### config.mk
export PLATFORM = sky130hd
export DESIGN_NAME = led_pin_output_mux
export DESIGN_NICKNAME = d
export VERILOG_FILES = /design/src/hdl/unused_note.v /design/src/hdl/led_pin_source.v /design/src/hdl/led_pin_output_mux.v
export VERILOG_INCLUDE_DIRS = /design/src /design/src/hdl
export SDC_FILE = /design/constraint.sdc
export NUM_CORES = 1
export LEC_CHECK = 0
export ABC_AREA = 1
export BUFFER_PORTS_ARGS = -buffer_cell sky130_fd_sc_hd__buf_2
export CAP_MARGIN = 25
export CORE_UTILIZATION = 55
export CTS_BUF_LIST = sky130_fd_sc_hd__clkbuf_8
export CTS_CLUSTER_DIAMETER = 200
export DETAILED_ROUTE_END_ITERATION = 8
export GPL_TIMING_DRIVEN = 0
export PLACE_DENSITY = 0.84
export SLEW_MARGIN = 20
export SYNTH_ARGS = -nofsm -noshare
export SYNTH_HDL_FRONTEND = slang
export SYNTH_SLANG_ARGS = --single-unit
### constraint.sdc
create_clock -name I_CLK -period 2.2 [get_ports I_CLK]
set_input_delay 0.44 -clock I_CLK [delete_from_list [all_inputs] [get_ports I_CLK]]
set_output_delay 0.44 -clock I_CLK [all_outputs]
set_load 0.1 [all_outputs]
### src/hdl/led_mux_defines.vh
// Register offsets, field positions and reset values of the indicator pin mux
`ifndef LED_MUX_DEFINES_VH
`define LED_MUX_DEFINES_VH

// Printed offsets 451h and 452h are not multiples of four: these are indices, byte address is index*4
`define IDX_COMPL_POL       12'h451
`define IDX_SRC_SEL         12'h452
`define IDX_OPTIONS         12'h454

`define COMPL_SEL_HI        11
`define COMPL_SEL_LO        9
`define POL1_BIT            3
`define POL0_BIT            0
`define SRC1_HI             10
`define SRC1_LO             8
`define SRC0_HI             2
`define SRC0_LO             0
`define OPT1_HI             7
`define OPT1_LO             4
`define OPT0_HI             3
`define OPT0_LO             0

`define RST_COMPL_POL       16'h0000
`define RST_SRC_SEL         16'h0000
`define RST_OPTIONS         16'h0010
`define RST_COMPL_SEL       3'h0
`define RST_SRC             3'h0
`define RST_OPT1            4'h1
`define RST_OPT0            4'h0

`define SRC_OWN             3'h0
`define SRC_MATCH           3'h2
`define SRC_UVOLT           3'h3
`define SRC_IRQ             3'h4
`define SRC_COMPL           3'h5
`define SRC_ZERO            3'h6
`define SRC_ONE             3'h7

`define OPT_LINK            4'h0
`define OPT_LINK_BLINK      4'h1

// Blink half period: 100 ms at 50 MHz
`define BLINK_MS            100
`define CLK_KHZ             50000
`define BLINK_CYC           (`BLINK_MS * `CLK_KHZ)

`endif

### src/hdl/unused_note.v
// Holds no logic
`timescale 1ns/1ps
`default_nettype none
`default_nettype wire

### src/hdl/led_pin_source.v
// One indicator pin: indicator function, source select and polarity
`timescale 1ns/1ps
`default_nettype none
module led_pin_source (
    input  wire       i_clk,
    input  wire       i_rst_b,
    input  wire [2:0] i_sel,
    input  wire [3:0] i_opt,
    input  wire       i_pol,
    input  wire       i_link,
    input  wire       i_act,
    input  wire       i_blink,
    input  wire       i_match,
    input  wire       i_uvolt,
    input  wire       i_irq,
    input  wire       i_compl,
    output reg        o_pin
);
`include "led_mux_defines.vh"
    reg indic;
    reg pin_d;

    always @* begin
        if (i_opt == `OPT_LINK_BLINK) begin
            indic = i_link & ~(i_act & i_blink);
        end else begin
            indic = i_link;
        end
    end

    always @* begin
        case (i_sel)
            `SRC_OWN:   pin_d = indic ^ i_pol;
            `SRC_MATCH: pin_d = i_match;
            `SRC_UVOLT: pin_d = i_uvolt;
            `SRC_IRQ:   pin_d = i_irq;
            `SRC_COMPL: pin_d = i_compl;
            `SRC_ZERO:  pin_d = 1'b0;
            `SRC_ONE:   pin_d = 1'b1;
            default:    pin_d = 1'b0;
        endcase
    end

    always @(posedge i_clk) begin
        if (!i_rst_b) begin
            o_pin <= 1'b0;
        end else begin
            o_pin <= pin_d;
        end
    end
endmodule
`default_nettype wire

### src/hdl/led_pin_output_mux.v
// Indicator pin output mux with APB register access
`timescale 1ns/1ps
`default_nettype none
`include "led_mux_defines.vh"
// How it works
// - Compliance select picks the compliance signal for both pins
// - Pin 1 select chooses match, voltage, interrupt, compliance
// - Pin 1 code zero gives its indicator
// - Pin 0 select uses same codes
// - Pin 0 code zero gives its indicator
// - Codes six and seven force zero, one
// - All selects reset to zero
// - Option field: link, or link with blink
module led_pin_output_mux (
    input  wire        I_CLK,
    input  wire        I_RST_B,
    input  wire        I_PSEL,
    input  wire        I_PENABLE,
    input  wire        I_PWRITE,
    input  wire [13:0] I_PADDR,
    input  wire [31:0] I_PWDATA,
    output reg         O_PREADY,
    output reg  [31:0] O_PRDATA,
    output reg         O_PSLVERR,
    input  wire        I_LINK_UP,
    input  wire        I_ACTIVITY,
    input  wire        I_DATA_MATCH,
    input  wire        I_UNDER_VOLT,
    input  wire        I_IRQ,
    input  wire [5:0]  I_COMPL_SIG,
    output wire        O_LED_0,
    output wire        O_LED_1
);
    reg  [2:0]  compl_sel_q;
    reg  [2:0]  compl_sel_d;
    reg         pol0_q;
    reg         pol0_d;
    reg         pol1_q;
    reg         pol1_d;
    reg  [2:0]  src0_q;
    reg  [2:0]  src0_d;
    reg  [2:0]  src1_q;
    reg  [2:0]  src1_d;
    reg  [3:0]  opt0_q;
    reg  [3:0]  opt0_d;
    reg  [3:0]  opt1_q;
    reg  [3:0]  opt1_d;
    reg  [4:0]  s1_q;
    reg  [4:0]  s2_q;
    reg  [5:0]  c1_q;
    reg  [5:0]  c2_q;
    reg  [31:0] blink_cnt_q;
    reg         blink_q;
    reg  [31:0] rdata_d;
    reg         err_d;
    wire [11:0] idx;
    wire        setup;
    wire        hit_compl;
    wire        hit_src;
    wire        hit_opt;
    wire        wr_compl;
    wire        wr_src;
    wire        wr_opt;
    wire        compl_bit;

    assign idx   = I_PADDR[13:2];
    assign setup = I_PSEL & ~I_PENABLE;

    // Register hits; a write is stored at its setup edge
    assign hit_compl = (idx == `IDX_COMPL_POL);
    assign hit_src   = (idx == `IDX_SRC_SEL);
    assign hit_opt   = (idx == `IDX_OPTIONS);
    assign wr_compl  = setup & I_PWRITE & hit_compl;
    assign wr_src    = setup & I_PWRITE & hit_src;
    assign wr_opt    = setup & I_PWRITE & hit_opt;

    // Two-flop synchronisers for the asynchronous status inputs
    always @(posedge I_CLK) begin
        if (!I_RST_B) begin
            s1_q <= 5'h00;
            s2_q <= 5'h00;
            c1_q <= 6'h00;
            c2_q <= 6'h00;
        end else begin
            // Bit order: interrupt, link, activity, match, under-voltage
            s1_q <= {I_IRQ, I_LINK_UP, I_ACTIVITY, I_DATA_MATCH, I_UNDER_VOLT};
            s2_q <= s1_q;
            c1_q <= I_COMPL_SIG;
            c2_q <= c1_q;
        end
    end

    // Compliance signals beyond code 101b read as zero
    assign compl_bit = (compl_sel_q <= 3'h5) ? c2_q[compl_sel_q] : 1'b0;

    always @(posedge I_CLK) begin
        if (!I_RST_B) begin
            blink_cnt_q <= 32'h0000_0000;
            blink_q     <= 1'b0;
        end else if (blink_cnt_q == `BLINK_CYC - 1) begin
            blink_cnt_q <= 32'h0000_0000;
            blink_q     <= ~blink_q;
        end else begin
            blink_cnt_q <= blink_cnt_q + 32'h0000_0001;
        end
    end

    always @* begin
        rdata_d = 32'h0000_0000;
        err_d   = 1'b0;
        if (idx == `IDX_COMPL_POL) begin
            rdata_d[`COMPL_SEL_HI:`COMPL_SEL_LO] = compl_sel_q;
            rdata_d[`POL1_BIT] = pol1_q;
            rdata_d[`POL0_BIT] = pol0_q;
        end else if (idx == `IDX_SRC_SEL) begin
            rdata_d[`SRC1_HI:`SRC1_LO] = src1_q;
            rdata_d[`SRC0_HI:`SRC0_LO] = src0_q;
        end else if (idx == `IDX_OPTIONS) begin
            rdata_d[`OPT1_HI:`OPT1_LO] = opt1_q;
            rdata_d[`OPT0_HI:`OPT0_LO] = opt0_q;
        end else begin
            err_d = 1'b1;
        end
    end

    // Next register values; reserved bits are never stored
    always @* begin
        compl_sel_d = compl_sel_q;
        pol1_d      = pol1_q;
        pol0_d      = pol0_q;
        src1_d      = src1_q;
        src0_d      = src0_q;
        opt1_d      = opt1_q;
        opt0_d      = opt0_q;
        if (wr_compl) begin
            compl_sel_d = I_PWDATA[`COMPL_SEL_HI:`COMPL_SEL_LO];
            pol1_d      = I_PWDATA[`POL1_BIT];
            pol0_d      = I_PWDATA[`POL0_BIT];
        end
        if (wr_src) begin
            src1_d = I_PWDATA[`SRC1_HI:`SRC1_LO];
            src0_d = I_PWDATA[`SRC0_HI:`SRC0_LO];
        end
        if (wr_opt) begin
            opt1_d = I_PWDATA[`OPT1_HI:`OPT1_LO];
            opt0_d = I_PWDATA[`OPT0_HI:`OPT0_LO];
        end
    end

    // Configuration registers
    always @(posedge I_CLK) begin
        if (!I_RST_B) begin
            compl_sel_q <= `RST_COMPL_SEL;
            pol1_q      <= 1'b0;
            pol0_q      <= 1'b0;
            src1_q      <= `RST_SRC;
            src0_q      <= `RST_SRC;
            opt1_q      <= `RST_OPT1;
            opt0_q      <= `RST_OPT0;
        end else begin
            compl_sel_q <= compl_sel_d;
            pol1_q      <= pol1_d;
            pol0_q      <= pol0_d;
            src1_q      <= src1_d;
            src0_q      <= src0_d;
            opt1_q      <= opt1_d;
            opt0_q      <= opt0_d;
        end
    end

    // No wait state: pready rises in the first access cycle
    always @(posedge I_CLK) begin
        if (!I_RST_B) begin
            O_PREADY  <= 1'b0;
            O_PRDATA  <= 32'h0000_0000;
            O_PSLVERR <= 1'b0;
        end else begin
            O_PREADY  <= setup;
            O_PSLVERR <= setup & err_d;
            if (setup & ~I_PWRITE) begin
                O_PRDATA <= rdata_d;
            end else begin
                O_PRDATA <= 32'h0000_0000;
            end
        end
    end

    led_pin_source u_pin0 (
        .i_clk   (I_CLK),
        .i_rst_b (I_RST_B),
        .i_sel   (src0_q),
        .i_opt   (opt0_q),
        .i_pol   (pol0_q),
        .i_link  (s2_q[3]),
        .i_act   (s2_q[2]),
        .i_blink (blink_q),
        .i_match (s2_q[1]),
        .i_uvolt (s2_q[0]),
        .i_irq   (s2_q[4]),
        .i_compl (compl_bit),
        .o_pin   (O_LED_0)
    );

    led_pin_source u_pin1 (
        .i_clk   (I_CLK),
        .i_rst_b (I_RST_B),
        .i_sel   (src1_q),
        .i_opt   (opt1_q),
        .i_pol   (pol1_q),
        .i_link  (s2_q[3]),
        .i_act   (s2_q[2]),
        .i_blink (blink_q),
        .i_match (s2_q[1]),
        .i_uvolt (s2_q[0]),
        .i_irq   (s2_q[4]),
        .i_compl (compl_bit),
        .o_pin   (O_LED_1)
    );
endmodule
`default_nettype wire

# Word-level counts from Yosys, hierarchy flattened
# Cells that the tools add are included.
[totals]
inputBits = 62
out_inout_bits = 36
regBits = 110
wordCells = 86
[op_classes]
reduce_logical = 8
order_cmp = 2
n_bitwise = 19
muxes = 17
addsub = 1
n_eq_ne = 16
[ops]
columns = ["cell", "count"]
rows = [
  ["12-bit by 11-bit == test with 1-bit output (second input constant)", 3],
  ["32-bit by 1-bit adder with 32-bit output (second input constant)", 1],
  ["32-bit by 23-bit == test with 1-bit output (second input constant)", 1],
  ["3-bit == test (second input constant)", 6],
  ["3-bit by 2-bit == test with 1-bit output (second input constant)", 4],
  ["1-bit case mux with 6 select lines", 2],
  ["1-bit AND", 9],
  ["1-bit two-way mux", 9],
  ["4-bit by 1-bit == test with 1-bit output (second input constant)", 2],
  ["8-bit two-way mux", 1],
  ["1-bit NOT", 8],
  ["3-bit logical NOT", 2],
  ["3-bit two-way mux", 2],
  ["5-bit two-way mux", 1],
  ["5-bit OR reduction", 1],
  ["3-bit by 4-bit less-than comparator with 1-bit output (second input constant)", 1],
  ["4-bit OR reduction", 1],
  ["1-bit binary-select mux with 3-bit select", 1],
  ["3-bit less-or-equal comparator (second input constant)", 1],
  ["3-bit AND reduction", 1],
  ["3-bit OR reduction", 1],
  ["2-bit two-way mux", 1],
  ["2-bit AND reduction", 1],
  ["2-bit OR reduction", 1],
  ["1-bit XOR", 2],
]

# Longest topological paths before layout
[logic_depth]
depth_word = 6
mapped_depth = 11
ltp_nobuf = 11

# Cells and area by module
# A second synthesis with hierarchy kept.
[unflattened]
cells_unflattened = 643
area_unflattened_um2 = 4360.4
[by_module_without_submodules]
columns = ["module", "area_per_inst_um2", "cells_per_inst", "seq_area_each_um2", "n_inst"]
rows = [
  ["led_pin_output_mux", 4112.7, 593, 1761.7, 1],
  ["led_pin_source", 123.9, 25, 20.0, 2],
]

# Worst setup path before layout
# No wires, ideal clock.
[synth_path]
path_type = "in2reg"
from = "input port I_PADDR[2]"
to = "register opt0_q[3]"
arrival_ps = 1292
stages = 7
slack_ps = 788
path_buffers = 1
cell_sequence = "inv_1 > nand2_1 > nor3_1 > nand3_2 > buf_2 > o21ai_0 > a21oi_1"
[synth_between]
elab_chain_len = 2
[synth_lines]
columns = ["element", "line_no", "text"]
rows = [
  ["from (decl)", "led_pin_output_mux.v:20", "input wire [13:0] I_PADDR,"],
  ["12-bit by 11-bit == test with 1-bit output (no source line)", "--", ""],
  ["1-bit AND", "led_pin_output_mux.v:75", "assign wr_opt = setup & I_PWRITE & hit_opt;"],
  ["to (signal assigned)", "led_pin_output_mux.v:159", "opt0_q <= `RST_OPT0;"],
  ["to (signal assigned)", "led_pin_output_mux.v:167", "opt0_q <= opt0_d;"],
  ["to (decl)", "led_pin_output_mux.v:44", "reg [3:0] opt0_q;"],
]
# Every way passes these cells.
# A chain may end at the register's enable or synchronous reset.

# Worst setup path after layout
[layout_path]
from = "register blink_cnt_q[0]"
to = "register blink_cnt_q[16]"
[layout_between]
elab_chain_len = 2
[layout_lines]
columns = ["element", "line_no", "text"]
rows = [
  ["from (decl)", "led_pin_output_mux.v:52", "reg [31:0] blink_cnt_q;"],
  ["from (signal assigned)", "led_pin_output_mux.v:104", "blink_cnt_q <= blink_cnt_q + 32'h0000_0001;"],
  ["branches (longest 2 deep; another with 32-bit by 1-bit adder with 32-bit output)", "--", ""],
]
# Several ways; the timed one is not identified.

==> summary.md <==
| Metric | Value |
|---|---|
| Area growth, synth to finish | 16.0% |
| I/O Buffers | 54 |
| Fin Setup TNS | 0 ns |
| Final setup violation count | 0 |
| Critical Path Start Type | flop |
| Synth Instances | 590 |
| Hpwl dp | 7130 µm |
| Most used DFF post-synth | dfxtp_1 |
| Worst skew pair latency | 0.36 ns |
| CTS Buffer Depth | 2 |
| Row cnt | 31 |
| Placed Area | 4550 µm² |
| Routed length per instance | 11.9 µm |
| Post-CTS Setup Repair Bufs | 0 |
| Vias in the first global route | 3211 |
| Fillers | 687 |
| Final routed DRC violation total | 0 |
| Slew Limit Headroom | 64.7% |
| CP Cell Sequence | ha_1 > nand2_1 > inv_2 > nand4_1 > nor2_1 > nand2_1 > nand2_2 > buf_4 > nor2_1 |
| Status | completed |
| Top-area cell type share of the netlist area | 44.1% |
| FF-to-FF Start | blink_cnt_q[0] |
| Vias | 3844 |
| Worst Clk Skew | 0.0154 ns |
| Worst Path Buf+Inv | 2 |
| Tot Pwr | 0.00308 W |
| Core area | 7210 µm² |
| Most instantiated cells after synthesis | nand2_1 (146), dfxtp_1 (90), nor2_1 (83), inv_1 (81), nand3_1 (38) |
| Overflow after GRT | 0 |
| Worst Setup Slack, final | 0.564 ns |
| Gpl congestion | 0.925 |
| Met1 Usage GRT | 33.5% |
| Synth top area cells | dfxtp_1 (44%), nand2_1 (13%), nor2_1 (7.6%) |
| Synth Cell Area | 4090 µm² |
| DRT iter0 DRCs | 314 |
| CTS tree | built |
| PD cells | 649 nW/µm² |
| Crit. Startpoint | blink_cnt_q[0] |
| Met3 Track Usage GR | 3.86% |
| Static Leak | 2.06 nW |
| H-tree levels | 3 |
| Worst-path clk slew | 0.11 ns |
| Hold Fails Final Rpt | 0 |
| MaxCap Viol Count | 0 |
| Post-Syn Area per Cell | 6.92 µm² |
| Die Height | 88.2 µm |
| Final Max Tran Viols | 0 |
| Total CTS buffers | 9 |
| Sequential Area | 1800 µm² |
| Resized cells post-CTS | 0 |
| Largest net degree at the start of global routing | 19 |
| Fraction of layout cells with a size suffix above 1 | 16.6% |
| Seq/Total Area, Yosys | 44.1% |
| Met2 Use GR | 38.5% |
| Routed WL | 9230 µm |
| Crit path time final | 1.64 ns |
| Pre-antenna DRT Iters | 5 |
| Fin nets | 737 |
| Most common cell in the netlist | nand2_1 |
| Peak Freq | 611 MHz |
| Share of synthesized flip-flops with an asynchronous set or reset | 0% |
| Final core utilization | 65.7% |
| Hold-fix buffers at CTS | 0 |
| Die width | 88.2 µm |
| Top Usage Layer GRT | met2 |
| # diodes | 0 |
| Post-synth EDFFs | 0 |
| Worst Max-Slew Pin Slew | 0.525 ns |
| Initial antenna violation count | 0 |
| Setup CP Type | flop to flop |
| Hold Crit Class | primary input to flop |
| Starting Density | 56.6% |
| Crit path DAT | 1.89 ns |
| #FFs+latches synth | 90 |
| Critical path data required time | 2.45 ns |
| Crit path max-delay family | simple AND/OR/NAND/NOR gates |
| Global-route wire length before repair | 14400 µm |
| Slowest cell delay on critical path | 0.37 ns |
| Final cycle utilization of the critical path | 74.4% |
| Yosys cell types | 27 |
| Antenna Nets Post-Route | 0 |
| Max Fanout on Critical Path | 10 |
| Routed vias/inst | 4.94 |
| Final design area excluding fillers | 4740 µm² |
| Die area | 7780 µm² |
| # IOs | 98 |
| Max VDD drop | 423 µV |
| RSZ-0062 raised after global routing | no |
| Total track usage | 24.2% |
| Synth Warn # | 0 |
| Largest area contributor in the netlist | dfxtp_1 |
| Critical path endpoint category | flop |
| Root buffer cell | clkbuf_8 |
| CTS sink count | 90 |
| Area of the multi-input gates | 1840 µm² |
| HP Start | I_COMPL_SIG[4] |
| Critical path's slowest cell | dfxtp_1 |
| Place WS | 0.487 ns |
per-stage QoR:
stage                     instances  hold slack [ns]
after floorplan                 609            0.390
after global placement          762            0.393
after detailed placement        762            0.395
after CTS                       778            0.238
after global routing            778            0.249
final                           778            0.243
sequential cells by signal (all words and copies together) (netlist names), 4 cells and up:
signal       cells
c2_q             6
s2_q             5
c1_q             6
O_PRDATA        12
opt0_q           4
blink_cnt_q     32
s1_q             5
opt1_q           4
power by group:
part | switching (W) | internal (W)
clock | 0.000652 | 0.000441
combinational | 0.000243 | 0.0000764
sequential | 0.00000981 | 0.00165
total | 0.000905 | 0.00217
path summary, 6_finish.rpt:
| kind | end | cells after the start | slack [ns] |
|---|---|---|---|
| max reg2reg | blink_cnt_q[16] | 9 | 0.56 |
| min | c1_q[4] | 3 | 0.24 |
| max | blink_cnt_q[16] | 9 | 0.56 |
| min reg2reg | c2_q[1] | 2 | 0.42 |
worst register-to-register path, delay by kind of cell (launching register included):
kind / cells / cell delay [ns]
buffers and inverters: 2 / 0.27
AND/OR/NAND/NOR: 6 / 0.68
flip-flops: 1 / 0.37
adder cells (fa/ha/maj): 1 / 0.20
cells by family after synthesis:
| logic type | Yosys count | synth area share [%] |
|---|---|---|
| and+or+nand+nor | 316 | 33.3 |
| DFF | 90 | 44.1 |
| xor gates and xnor gates | 12 | 2.57 |
| AOI/OAI and AO/OA | 58 | 7.11 |
| other | 1 | 0.0918 |
| buffers and inverters | 112 | 12.5 |
| adders and majority gates | 1 | 0.306 |
placed cells by master (no fill, tap or decap):
cell type and count:
nand3_1 38, and3_1 1, conb_1 20, buf_2 57, o21ai_0 20, nand2_2 3
clkbuf_8 9, inv_1 81, nor2_1 83, nor3_1 23, nand4_1 6, nor2_4 3
clkbuf_1 4, clkinvlp_4 1, nor3_2 2, xnor2_1 5, nor3b_1 1, inv_8 2
nor2_2 4, xor2_1 7, nand2_1 146, o21ai_1 1, buf_4 23, inv_2 1
ha_1 1, dfxtp_1 90, a21oi_1 37, or2_2 2, nand3b_1 2, clkinv_4 1
nand3_2 2, inv_6 3
area by class of cell:
cell class / instances / area share (%)
Timing Repair Buffer: 54 / 5.70
Clock buffer: 9 / 2.61
Inverter: 82 / 6.49
Buffer: 30 / 4.28
Tap cell: 99 / 2.61
Clock inverter: 7 / 1.37
Multi-Input combinational cell: 407 / 38.9
Sequential cell: 90 / 38.0
metal layers:
layer  share of wire [%]  vias to the layer above
met1                  46                     1712
met2                  47                      148
met3                 6.2                       18
met4                 1.5                        0
li1                    -                     1966
met5                   0                        -
No activity file was read; power rests on OpenSTA's default activity.
